**src/include/scs_map.svh**
```systemverilog
// Address map, field positions, codes and timing counts of the sequencer
`ifndef SCS_MAP_SVH
`define SCS_MAP_SVH

// Register byte offsets
`define SCS_CTRL_OFF      12'h000
`define SCS_STATUS_OFF    12'h004
`define SCS_RESULT_OFF    12'h008

// Control fields
`define SCS_CTRL_PIN_EN   0
`define SCS_CTRL_SW_START 1
`define SCS_CTRL_RST_VAL  32'h0000_0001

// Status fields
`define SCS_ST_BUSY       0
`define SCS_ST_CAL        1
`define SCS_ST_STALE      2
`define SCS_ST_CODING     3
`define SCS_ST_MODE_LO    4
`define SCS_ST_MODE_HI    6

// Result codes
`define SCS_RES_W         16
`define SCS_CODE_ZERO     16'h0000
`define SCS_CODE_TOP      16'hffff
`define SCS_CODE_MID      16'h8000
`define SCS_LSB_MASK      16'h0001

// Timing: clock rate and documented sample rates
`define SCS_CLK_KHZ       100000
`define SCS_FAST_KSPS     2000
`define SCS_FREE_KSPS     1500
`define SCS_FAST_PER_CYC  ((`SCS_CLK_KHZ + `SCS_FAST_KSPS - 1) / `SCS_FAST_KSPS)
`define SCS_FREE_PER_CYC  ((`SCS_CLK_KHZ + `SCS_FREE_KSPS - 1) / `SCS_FREE_KSPS)
`define SCS_STALE_US      1000
`define SCS_STALE_CYC     (`SCS_STALE_US * (`SCS_CLK_KHZ / 1000))
`define SCS_CAL_CYC       8'd16
`define SCS_GAP_W         20

`endif

```
**src/include/scs_pkg.sv**
```systemverilog
// Types shared by the conversion sequencer
package scs_pkg;

  typedef enum logic [2:0] {
    ST_IDLE = 3'b001,
    ST_CAL  = 3'b010,
    ST_CONV = 3'b100
  } scs_state_t;

  typedef enum logic [2:0] {
    MD_WIDE = 3'b001,
    MD_FAST = 3'b010,
    MD_FREE = 3'b100
  } scs_mode_t;

endpackage

```
**src/logic/scs_sar_conversion_sequencer.sv**
```systemverilog
// Successive-approximation conversion sequencer with APB register access
// Functional notes
// - Start edge after acquisition begins conversion
// - Resolve 16 bits, MSB first
// - Form code, then drop busy
// - Result belongs to own start's sample
// - Decode speed and accuracy pins to modes
// - Fast modes accept starts up to 2 MSPS
// - Unrestricted mode 1.5 MSPS, no gap limit
// - Coding pin picks binary or twos complement
// - Midscale codes; twos complement flips MSB
// - Over-range saturates to top code
// - Under-range saturates to bottom code
// - Reset input high aborts conversion
// - Reset falling edge runs calibration busy pulse
// - Power-down finishes conversion, then ignores starts
//
// Decided for this implementation: the APB slave port and the address map.
`include "scs_map.svh"

module scs_sar_conversion_sequencer
  import scs_pkg::*;
#(
  parameter int unsigned STALE_CYC = `SCS_STALE_CYC
) (
  // Clock and reset
  input  wire logic        ref_clk,
  input  wire logic        rstn,
  // APB slave
  input  wire logic        psel,
  input  wire logic        penable,
  input  wire logic        pwrite,
  input  wire logic [11:0] paddr,
  input  wire logic [31:0] pwdata,
  output logic      [31:0] prdata,
  output logic             pready,
  output logic             pslverr,
  // Device control pins
  input  wire logic        convert_start_n,
  input  wire logic        adc_reset,
  input  wire logic        power_down_in,
  input  wire logic        speed_sel,
  input  wire logic        accuracy_sel,
  input  wire logic        output_coding_sel,
  output logic             busy,
  output logic [15:0]      result_code,
  output logic             stale_result,
  // Converter array
  input  wire logic        comp_in,
  input  wire logic        over_range,
  input  wire logic        under_range,
  output logic [15:0]      dac_trial,
  output logic             pos_array_ground_switch,
  output logic             neg_array_ground_switch
);

  // Gap limits in cycles; gap restarts at one so a full period is accepted
  localparam logic [`SCS_GAP_W-1:0] STALE_LIM = `SCS_GAP_W'(STALE_CYC);
  localparam logic [`SCS_GAP_W-1:0] FAST_PER  = `SCS_GAP_W'(`SCS_FAST_PER_CYC);
  localparam logic [`SCS_GAP_W-1:0] FREE_PER  = `SCS_GAP_W'(`SCS_FREE_PER_CYC);
  localparam logic [`SCS_GAP_W-1:0] GAP_ONE   = `SCS_GAP_W'(1);

  scs_state_t                state_ff, nxt_state;
  logic [`SCS_RES_W-1:0]     trial_ff, nxt_trial;
  logic [`SCS_RES_W-1:0]     mask_ff, nxt_mask;
  logic [`SCS_RES_W-1:0]     result_ff, nxt_result;
  logic [`SCS_GAP_W-1:0]     gap_ff, nxt_gap;
  logic [7:0]                cal_ff, nxt_cal;
  logic                      busy_ff, nxt_busy;
  logic                      stale_ff, nxt_stale;
  logic                      cnv_q_ff, rst_q_ff;
  logic                      acq_ff, nxt_acq;
  logic                      pin_en_ff, nxt_pin_en;
  logic [31:0]               rdata_ff, nxt_rdata;
  scs_mode_t                 mode;
  logic                      fast_mode, start_edge, sw_start, acq_done;
  logic                      req, done_w, hit;
  logic [`SCS_RES_W-1:0]     kept, code_w;

  // Mode pin decode; speed low with accuracy high falls back to unrestricted
  always_comb begin
    if (speed_sel && accuracy_sel) begin
      mode = MD_WIDE;
    end else if (speed_sel) begin
      mode = MD_FAST;
    end else begin
      mode = MD_FREE;
    end
  end
  assign fast_mode = (mode != MD_FREE);

  // APB decode; zero-wait access with read data latched in setup
  assign hit      = (paddr == `SCS_CTRL_OFF) || (paddr == `SCS_STATUS_OFF)
                 || (paddr == `SCS_RESULT_OFF);
  assign pready   = psel & penable;
  assign pslverr  = psel & penable & ~hit;
  assign prdata   = rdata_ff;
  assign sw_start = psel & penable & pwrite & (paddr == `SCS_CTRL_OFF)
                  & pwdata[`SCS_CTRL_SW_START];

  // Start qualification: edge, acquisition time, power-down, idle
  assign start_edge = cnv_q_ff & ~convert_start_n;
  assign acq_done   = gap_ff >= (fast_mode ? FAST_PER : FREE_PER);
  assign req = ((start_edge & pin_en_ff) | sw_start) & acq_done
             & ~power_down_in & ~adc_reset
             & (state_ff == ST_IDLE) & ~rst_q_ff;

  // Bit decision and output code formation
  assign kept   = comp_in ? trial_ff : (trial_ff & ~mask_ff);
  assign done_w = (state_ff == ST_CONV) & mask_ff[0] & ~adc_reset;
  always_comb begin
    if (over_range) begin
      code_w = `SCS_CODE_TOP;
    end else if (under_range) begin
      code_w = `SCS_CODE_ZERO;
    end else begin
      code_w = kept;
    end
    if (!output_coding_sel) begin
      code_w[`SCS_RES_W-1] = ~code_w[`SCS_RES_W-1];
    end
  end

  // Next state of the sequencer, counters and registers
  always_comb begin
    nxt_state  = state_ff;
    nxt_trial  = trial_ff;
    nxt_mask   = mask_ff;
    nxt_result = result_ff;
    nxt_busy   = busy_ff;
    nxt_stale  = stale_ff;
    nxt_cal    = cal_ff;
    nxt_acq    = acq_ff;
    nxt_pin_en = pin_en_ff;
    nxt_rdata  = rdata_ff;
    nxt_gap    = (gap_ff >= STALE_LIM) ? gap_ff : gap_ff + 1'b1;
    case (state_ff)
      ST_IDLE: begin
        if (req) begin
          nxt_state = ST_CONV;
          nxt_busy  = 1'b1;
          nxt_acq   = 1'b0;
          nxt_trial = `SCS_CODE_MID;
          nxt_mask  = `SCS_CODE_MID;
          nxt_stale = fast_mode & (gap_ff >= STALE_LIM);
          nxt_gap   = GAP_ONE;
        end
      end
      ST_CONV: begin
        nxt_mask  = mask_ff >> 1;
        nxt_trial = kept | (mask_ff >> 1);
        if (mask_ff[0]) begin
          nxt_state  = ST_IDLE;
          nxt_result = code_w;
          nxt_busy   = 1'b0;
          nxt_acq    = 1'b1;
        end
      end
      ST_CAL: begin
        nxt_cal = cal_ff - 1'b1;
        if (cal_ff == 8'd1) begin
          nxt_state = ST_IDLE;
          nxt_busy  = 1'b0;
          nxt_acq   = 1'b1;
        end
      end
      default: begin
        nxt_state = ST_IDLE;
        nxt_busy  = 1'b0;
      end
    endcase
    // Reset pin aborts conversion or calibration; its release starts calibration
    if (adc_reset) begin
      nxt_state = ST_IDLE;
      nxt_busy  = 1'b0;
      nxt_result = result_ff;
      nxt_acq   = 1'b1;
      nxt_gap   = STALE_LIM;
    end else if (rst_q_ff) begin
      nxt_state = ST_CAL;
      nxt_busy  = 1'b1;
      nxt_cal   = `SCS_CAL_CYC;
      nxt_acq   = 1'b0;
    end
    // Register writes and read data capture
    if (psel && penable && pwrite && paddr == `SCS_CTRL_OFF) begin
      nxt_pin_en = pwdata[`SCS_CTRL_PIN_EN];
    end
    if (psel && !penable) begin
      nxt_rdata = 32'h0000_0000;
      case (paddr)
        `SCS_CTRL_OFF:   nxt_rdata[`SCS_CTRL_PIN_EN] = pin_en_ff;
        `SCS_STATUS_OFF: begin
          nxt_rdata[`SCS_ST_BUSY]   = busy_ff;
          nxt_rdata[`SCS_ST_CAL]    = (state_ff == ST_CAL);
          nxt_rdata[`SCS_ST_STALE]  = stale_ff;
          nxt_rdata[`SCS_ST_CODING] = output_coding_sel;
          nxt_rdata[`SCS_ST_MODE_HI:`SCS_ST_MODE_LO] = mode;
        end
        `SCS_RESULT_OFF: nxt_rdata[`SCS_RES_W-1:0] = result_ff;
        default:         nxt_rdata = 32'h0000_0000;
      endcase
    end
  end

  // State registers
  always_ff @(posedge ref_clk) begin
    if (!rstn) begin
      state_ff  <= ST_IDLE;
      trial_ff  <= `SCS_CODE_ZERO;
      mask_ff   <= `SCS_CODE_ZERO;
      result_ff <= `SCS_CODE_ZERO;
      busy_ff   <= 1'b0;
      stale_ff  <= 1'b0;
      cal_ff    <= 8'd0;
      acq_ff    <= 1'b1;
      pin_en_ff <= 1'(`SCS_CTRL_RST_VAL);
      rdata_ff  <= 32'h0000_0000;
      gap_ff    <= STALE_LIM;
      cnv_q_ff  <= 1'b1;
      rst_q_ff  <= 1'b0;
    end else begin
      state_ff  <= nxt_state;
      trial_ff  <= nxt_trial;
      mask_ff   <= nxt_mask;
      result_ff <= nxt_result;
      busy_ff   <= nxt_busy;
      stale_ff  <= nxt_stale;
      cal_ff    <= nxt_cal;
      acq_ff    <= nxt_acq;
      pin_en_ff <= nxt_pin_en;
      rdata_ff  <= nxt_rdata;
      gap_ff    <= nxt_gap;
      cnv_q_ff  <= convert_start_n;
      rst_q_ff  <= adc_reset;
    end
  end

  // Outputs
  assign busy                    = busy_ff;
  assign result_code             = result_ff;
  assign stale_result            = stale_ff;
  assign dac_trial               = trial_ff;
  assign pos_array_ground_switch = acq_ff;
  assign neg_array_ground_switch = acq_ff;
endmodule

```
**config.mk**
```make
export PLATFORM = sky130hd
export DESIGN_NAME = scs_sar_conversion_sequencer
export DESIGN_NICKNAME = d
export VERILOG_FILES = /design/src/include/scs_pkg.sv /design/src/logic/scs_sar_conversion_sequencer.sv
export VERILOG_INCLUDE_DIRS = /design/src /design/src/include
export SDC_FILE = /design/constraint.sdc
export NUM_CORES = 1
export LEC_CHECK = 0
export BUFFER_PORTS_ARGS = -buffer_cell sky130_fd_sc_hd__buf_2
export CORE_ASPECT_RATIO = 0.75
export CORE_MARGIN = 1.5
export CORE_UTILIZATION = 47
export DETAILED_ROUTE_END_ITERATION = 10
export PLACE_DENSITY_LB_ADDON = 0.25
export SYNTH_ARGS = -nofsm -noshare
export SYNTH_HDL_FRONTEND = slang
export SYNTH_SLANG_ARGS = --single-unit
```
**constraint.sdc**
```tcl
create_clock -name ref_clk -period 2.6 [get_ports ref_clk]
set_input_delay 0.39 -clock ref_clk [delete_from_list [all_inputs] [get_ports ref_clk]]
set_output_delay 0.39 -clock ref_clk [all_outputs]
set_load 0.01 [all_outputs]
```
# Word level (Yosys, flattened, before mapping)

Cells that the tools add are included.

Reductions and logical operators: 19
Bitwise gates (word level): 24
Muxes and demuxes: 34
Order comparisons: 2
Eq/ne operators: 13
Add/sub/neg operators: 2

Operators with widths:

| cell                                                                 | count |
|---|---|
| two-way mux 16 bit                                                   | 4 |
| case mux 16 bit (2 select lines)                                     | 2 |
| two-way mux 20 bit                                                   | 3 |
| two-way mux 8 bit                                                    | 3 |
| adder 20 x 1 -> 20 bit (second input constant)                       | 1 |
| greater-or-equal comparator 20 x 17 -> 1 bit (second input constant) | 1 |
| greater-or-equal comparator 20 x 7 -> 1 bit                          | 1 |
| bitwise AND 16 bit                                                   | 1 |
| NOT 16 bit                                                           | 1 |
| OR 16 x 15 -> 16 bit                                                 | 1 |
| two-way mux 3 bit                                                    | 5 |
| bitwise AND 1 bit                                                    | 13 |
| == test 12 x 3 -> 1 bit (second input constant)                      | 1 |
| == test 12 x 4 -> 1 bit (second input constant)                      | 1 |
| zero test 12 bit                                                     | 1 |
| inequality test 3 bit (second input constant)                        | 4 |
| case mux 6 bit (2 select lines)                                      | 1 |
| two-way mux 1 bit                                                    | 9 |
| two-way mux 9 bit                                                    | 1 |
| case mux 1 bit (3 select lines)                                      | 3 |
| case mux 3 bit (3 select lines)                                      | 1 |
| AND reduction 3 bit                                                  | 3 |
| == test 8 x 1 -> 1 bit (second input constant)                       | 1 |
| subtractor 8 x 1 -> 8 bit (second input constant)                    | 1 |
| 17 further kinds                                                     | 31 |

Flip-flop bits (word level): 101
Word-level logic and storage cells: 108
Output and inout port bits: 70

# Longest topological paths before layout

Depth in word-level cells: 13
Mapped depth: 9
Gate-level depth less buffers: 8

# Least setup slack after synthesis

OpenSTA, ideal clock, no wires.

Path type: input -> register
Start point: input speed_sel
End point: register mask_ff[5]
Required time: 2.483 ns
Setup slack: 0.483 ns
Cell stages on the path: 9
Arrival time: 2.000 ns
Buffers on the path: 1
Path through: inv_1 -> ha_1 -> o21ai_0 -> nor3b_1 -> a211oi_1 -> nor4b_4 -> nor2_2 -> buf_6 -> a22o_1

Word-level cells in the longest chain between the ends: 12

RTL lines:

| what                                                          | line                                                                   | RTL |
|---|---|---|
| from (decl)                                                   | scs_sar_conversion_sequencer.sv:42                                     | `input wire logic speed_sel,` |
| two-way mux 3 bit / logical AND 1 bit (equally long branches) | scs_sar_conversion_sequencer.sv:84, scs_sar_conversion_sequencer.sv:82 |  |
| two-way mux 3 bit (*)                                         | scs_sar_conversion_sequencer.sv:82                                     | `if (speed_sel && accuracy_sel) begin` |
| inequality test 3 bit (*)                                     | scs_sar_conversion_sequencer.sv:90                                     | `assign fast_mode = (mode != MD_FREE);` |
| two-way mux 7 bit (*)                                         | scs_sar_conversion_sequencer.sv:103                                    | `assign acq_done = gap_ff >= (fast_mode ? FAST_PER : FREE_PER);` |
| greater-or-equal comparator 20 x 7 -> 1 bit (*)               | scs_sar_conversion_sequencer.sv:103                                    |  |
| bitwise AND 1 bit (*)                                         | scs_sar_conversion_sequencer.sv:104                                    | `assign req = ((start_edge & pin_en_ff) \| sw_start) & acq_done` |
| bitwise AND 1 bit (*) (2 in a row)                            | scs_sar_conversion_sequencer.sv:105                                    | `& ~power_down_in & ~adc_reset` |
| bitwise AND 1 bit (*) (2 in a row)                            | scs_sar_conversion_sequencer.sv:106                                    | `& (state_ff == ST_IDLE) & ~rst_q_ff;` |
| inequality test 2 bit (no line) (*)                           | -                                                                      |  |
| AND reduction 2 bit (no line) (*)                             | -                                                                      |  |
| to (signal assigned)                                          | scs_sar_conversion_sequencer.sv:211                                    | `` mask_ff <= `SCS_CODE_ZERO; `` |
| to (signal assigned)                                          | scs_sar_conversion_sequencer.sv:225                                    | `mask_ff <= nxt_mask;` |
| to (decl)                                                     | scs_sar_conversion_sequencer.sv:65                                     | `` logic [`SCS_RES_W-1:0] mask_ff, nxt_mask; `` |

Mark *: on every way between the ends. The rest lies on a longest branch, timed or not.
A chain may end at the register's enable or synchronous reset.

# Final worst setup path

Start point: register gap_ff[5]
End point: register gap_ff[17]

Word-level cells in the longest chain between the ends: 8

RTL lines:

| what                                        | line                                | RTL |
|---|---|---|
| from (decl)                                 | scs_sar_conversion_sequencer.sv:67  | `` logic [`SCS_GAP_W-1:0] gap_ff, nxt_gap; `` |
| from (signal assigned)                      | scs_sar_conversion_sequencer.sv:233 | `gap_ff <= nxt_gap;` |
| greater-or-equal comparator 20 x 7 -> 1 bit | scs_sar_conversion_sequencer.sv:103 |  |
| bitwise AND 1 bit                           | scs_sar_conversion_sequencer.sv:104 |  |
| bitwise AND 1 bit (2 in a row)              | scs_sar_conversion_sequencer.sv:105 |  |
| bitwise AND 1 bit (2 in a row)              | scs_sar_conversion_sequencer.sv:106 |  |
| two-way mux 20 bit                          | scs_sar_conversion_sequencer.sv:139 | `if (req) begin` |
| two-way mux 20 bit (*)                      | scs_sar_conversion_sequencer.sv:137 | `case (state_ff)` |

Marked as above.

==> impl_metrics.csv <==
group,metric,value,unit
drt,drt-total-wl,10490,um
power_and_ir_drop,p_clk_share,42.6,%
critical_path,path_class,"reg2reg",
grt,grt_pass1_vias,3394,
place,port_buffers,81,
finish,nets,662,
logic_synthesis,syn_area,4529,um^2
floorplanning,die_x,116.4,um
power_and_ir_drop,switching_share,24.09,%
floorplanning,io-pin-count,128,
logic_synthesis,ys.warnings.count,0,
finish,area_growth,17.82,%
status,status,"finished, final reports clean",
flow_run,max_cap_violations,0,
clock_network,ctsResizeCount,0,
grt,grt_max_degree,33,
clock_network,cts-hold-fix-buffers,0,
logic_synthesis,synth_top_area_cell,"dfxtp_1",
timing,setup_slack,350.2,ps
logic_synthesis,synth-seq-cells,101,
logic_synthesis,synth_most_common_cell,"dfxtp_1",
timing,fmax,0.4445,GHz
clock_network,cts_tree,"done",
power_and_ir_drop,power.internal,0.002318,W
finish,utilization,58.03,%
logic_synthesis,synth-simple-area-share,23.37,%
critical_path,cp-start-kind,"register",
timing,fin_tns_setup,0,ps
floorplanning,fp.dieArea,10240,um^2
timing,rsz0062_at_grt,"false",
logic_synthesis,synth_top_family_by_area,"simple AND/OR/NAND/NOR gates",
place,hpwl,7753,um
logic_synthesis,muxShareOfSynthArea,0.4420,%
clock_network,cts.path.max_buffers,2,
place,post-place-ws,184.4,ps
logic_synthesis,syn_inst,517,
timing,finalCritPeriodShare,86.53,%
drt,via_count,3838,
power_and_ir_drop,powerDensity,572.2,nW/um^2
place,dpl.cell_count,713,
logic_synthesis,synth_top_cell_area_share,44.64,%
grt,grt.total_usage,21.36,%
critical_path,path_max_fanout,7,
power_and_ir_drop,netSwitchingPower,0.0007355,W
drt,drc_errors,0,
place,place_congestion,0.8344,
clock_network,insertion_delay,340,ps
timing,finalMaxSlewViolations,0,
logic_synthesis,synth_common_cells,"dfxtp_1, nor2_1, nand2_1",
timing,slew_headroom,47.60,%
critical_path,crit_arrival,2480,ps
critical_path,cp-end-kind,"register",
grt,grt_pass1_wl,16990,um
timing,tightest_slew,786.1,ps
floorplanning,rows,30,
timing,finalHoldViolCount,0,
critical_path,crit_chain,"ha_1 > o21ai_0 > nor3b_1 > a211oi_1 > nor4_1 > nand2b_1 > and3_1",
timing,timing.hold.ws,242.7,ps
timing,setup_viol,0,
timing,skew,9.761,ps
drt,ant_nets,0,
floorplanning,core-area,9196,um^2
floorplanning,start_util,49.25,%
drt,routedWlPerCell,14.39,um
logic_synthesis,avgSynthCellArea,8.761,um^2
power_and_ir_drop,peakVddDrop,284.0,uV
timing,finalCriticalPeriod,2250,ps
power_and_ir_drop,power_frac_seq,51.2,%
clock_network,cts.htree.levels,3,
logic_synthesis,yosysSeqAreaShare,44.64,%
finish,fin_cells,729,
critical_path,slowest_stage,"nor4_1",
logic_synthesis,synth_xor_area_share,4.061,%
drt,vias_per_cell,5.265,
clock_network,cts.sinks,101,
finish,drive_above_1_share,20.30,%
drt,drt-pass1-iter-count,5,
critical_path,cpPeakStageDelay,540,ps
clock_network,root_buffer,"clkbuf_16",
finish,fillCellCount,833,
grt,antenna_found_initial,0,
grt,grt-ovfl-total,0,
clock_network,cts_buffers,9,
critical_path,required,2830,ps
logic_synthesis,synth_compound_area_share,18.45,%
power_and_ir_drop,leakage,2.058,nW
power_and_ir_drop,pwr-share-comb,6.2,%
logic_synthesis,yosysUniqueCellTypes,47,
logic_synthesis,synthAdderAreaFrac,2.210,%
logic_synthesis,synth_area_leaders,"dfxtp_1, nor2_1, a211oi_1",
logic_synthesis,postSynth.asyncResetShare,0,%
finish,num_antenna_cells,0,
floorplanning,fp.dieH,88.02,um
clock_network,clk_pin_slew,70,ps
min_path,hold_path_class,"in2reg",
logic_synthesis,synth_edf_count,0,
logic_synthesis,yosys_most_used_dff,"dfxtp_1",
clock_network,post_cts_buffers,0,
drt,drt_iter0_markers,312,
registers in the layout (all words and copies together) (netlist names):
| signal | flops |
|---|---|
| state_ff | 3 |
| gap_ff | 20 |
| cal_ff | 8 |
| rst_q_ff | 1 |
| result_code | 16 |
| busy | 1 |
| neg_array_ground_switch | 1 |
| dac_trial | 16 |
| prdata | 16 |
| stale_result | 1 |
| pin_en_ff | 1 |
| mask_ff | 16 |
| cnv_q_ff | 1 |
cells by family after synthesis:
family	after synthesis
compound gates	121
xor+xnor	21
fa+ha+maj	8
buf+inv	60
flops	101
mux	2
other cells	1
simple gates	203
per-stage QoR:
stage                     power [W]  instance area (um^2)
final                      0.003053                  5336
after global routing       0.003161                  5336
after CTS                  0.003083                  5336
after detailed placement   0.001787                  5042
after global placement     0.001784                  5042
after floorplan            0.001732                  4586
worst max-delay path, delay by kind of cell (launching register included):
family | cells | cell delay (ps)
AOI/OAI and AO/OA | 2 | 240
DFF | 1 | 370
and+or+nand+nor | 4 | 1250
adders and majority gates | 1 | 290
power groups by stage:
stage          sequential [W]  combinational [W]  clock, W
6_report              0.00156           0.000189   0.00130
5_1_grt               0.00157           0.000209   0.00139
4_1_cts               0.00156           0.000188   0.00133
3_5_place_dp          0.00160           0.000187         0
3_3_place_gp          0.00160           0.000184         0
2_1_floorplan         0.00160           0.000131         0
layout by cell type (no fill, tap or decap), drive strengths merged, types with 2 or more instances in the layout:
cell type | netlist | final
o2bb2ai | 15 | 15
nor2 | 73 | 73
mux2i | 2 | 2
nand2b | 16 | 16
nor3 | 14 | 14
clkinvlp | 0 | 2
ha | 8 | 8
xnor2 | 14 | 14
o32ai | 9 | 9
clkbuf | 17 | 10
a31oi | 10 | 10
nand2 | 31 | 31
clkinv | 0 | 2
a211oi | 19 | 19
and3 | 4 | 4
a21boi | 3 | 3
o21ai | 23 | 23
a21oi | 20 | 20
a22o | 6 | 6
dfxtp | 101 | 101
buf | 24 | 94
a22oi | 13 | 13
nor2b | 17 | 17
xor2 | 7 | 7
and2 | 11 | 11
inv | 19 | 21
nand4 | 5 | 5
or3b | 2 | 2
nor3b | 5 | 5
conb | 1 | 16
nand3 | 9 | 9
nor4b | 3 | 3
nor4 | 9 | 9
per-layer routing:
layer	wire [um]	vias up	global-route usage (%)
li1	-	1938	-
met1	5349	1775	31.18
met2	4477	118	32.19
met3	580	7	3.253
met4	84	0	7.428
met5	0	-	0
worst paths after layout:
path | from | endpoint | slack (ps) | cells past startpoint
setup / recovery | gap_ff[5] | gap_ff[17] | 350 | 7
hold / removal | convert_start_n | cnv_q_ff | 240 | 2
setup reg to reg | gap_ff[5] | gap_ff[17] | 350 | 7
hold reg to reg | prdata[5] | prdata[5] | 470 | 2
area by class of cell:
| class | count | area [um^2] | area share [%] |
|---|---|---|---|
| Inverter | 19 | 71.32 | 1.336 |
| Sequential cell | 101 | 2022 | 37.89 |
| Tap cell | 128 | 160.2 | 3.001 |
| Timing Repair Buffer | 94 | 528.0 | 9.894 |
| Clock buffer | 10 | 239.0 | 4.478 |
| Multi-Input combinational cell | 371 | 2261 | 42.37 |
| Clock inverter | 6 | 55.05 | 1.032 |
No activity file was read; power rests on OpenSTA's default activity.
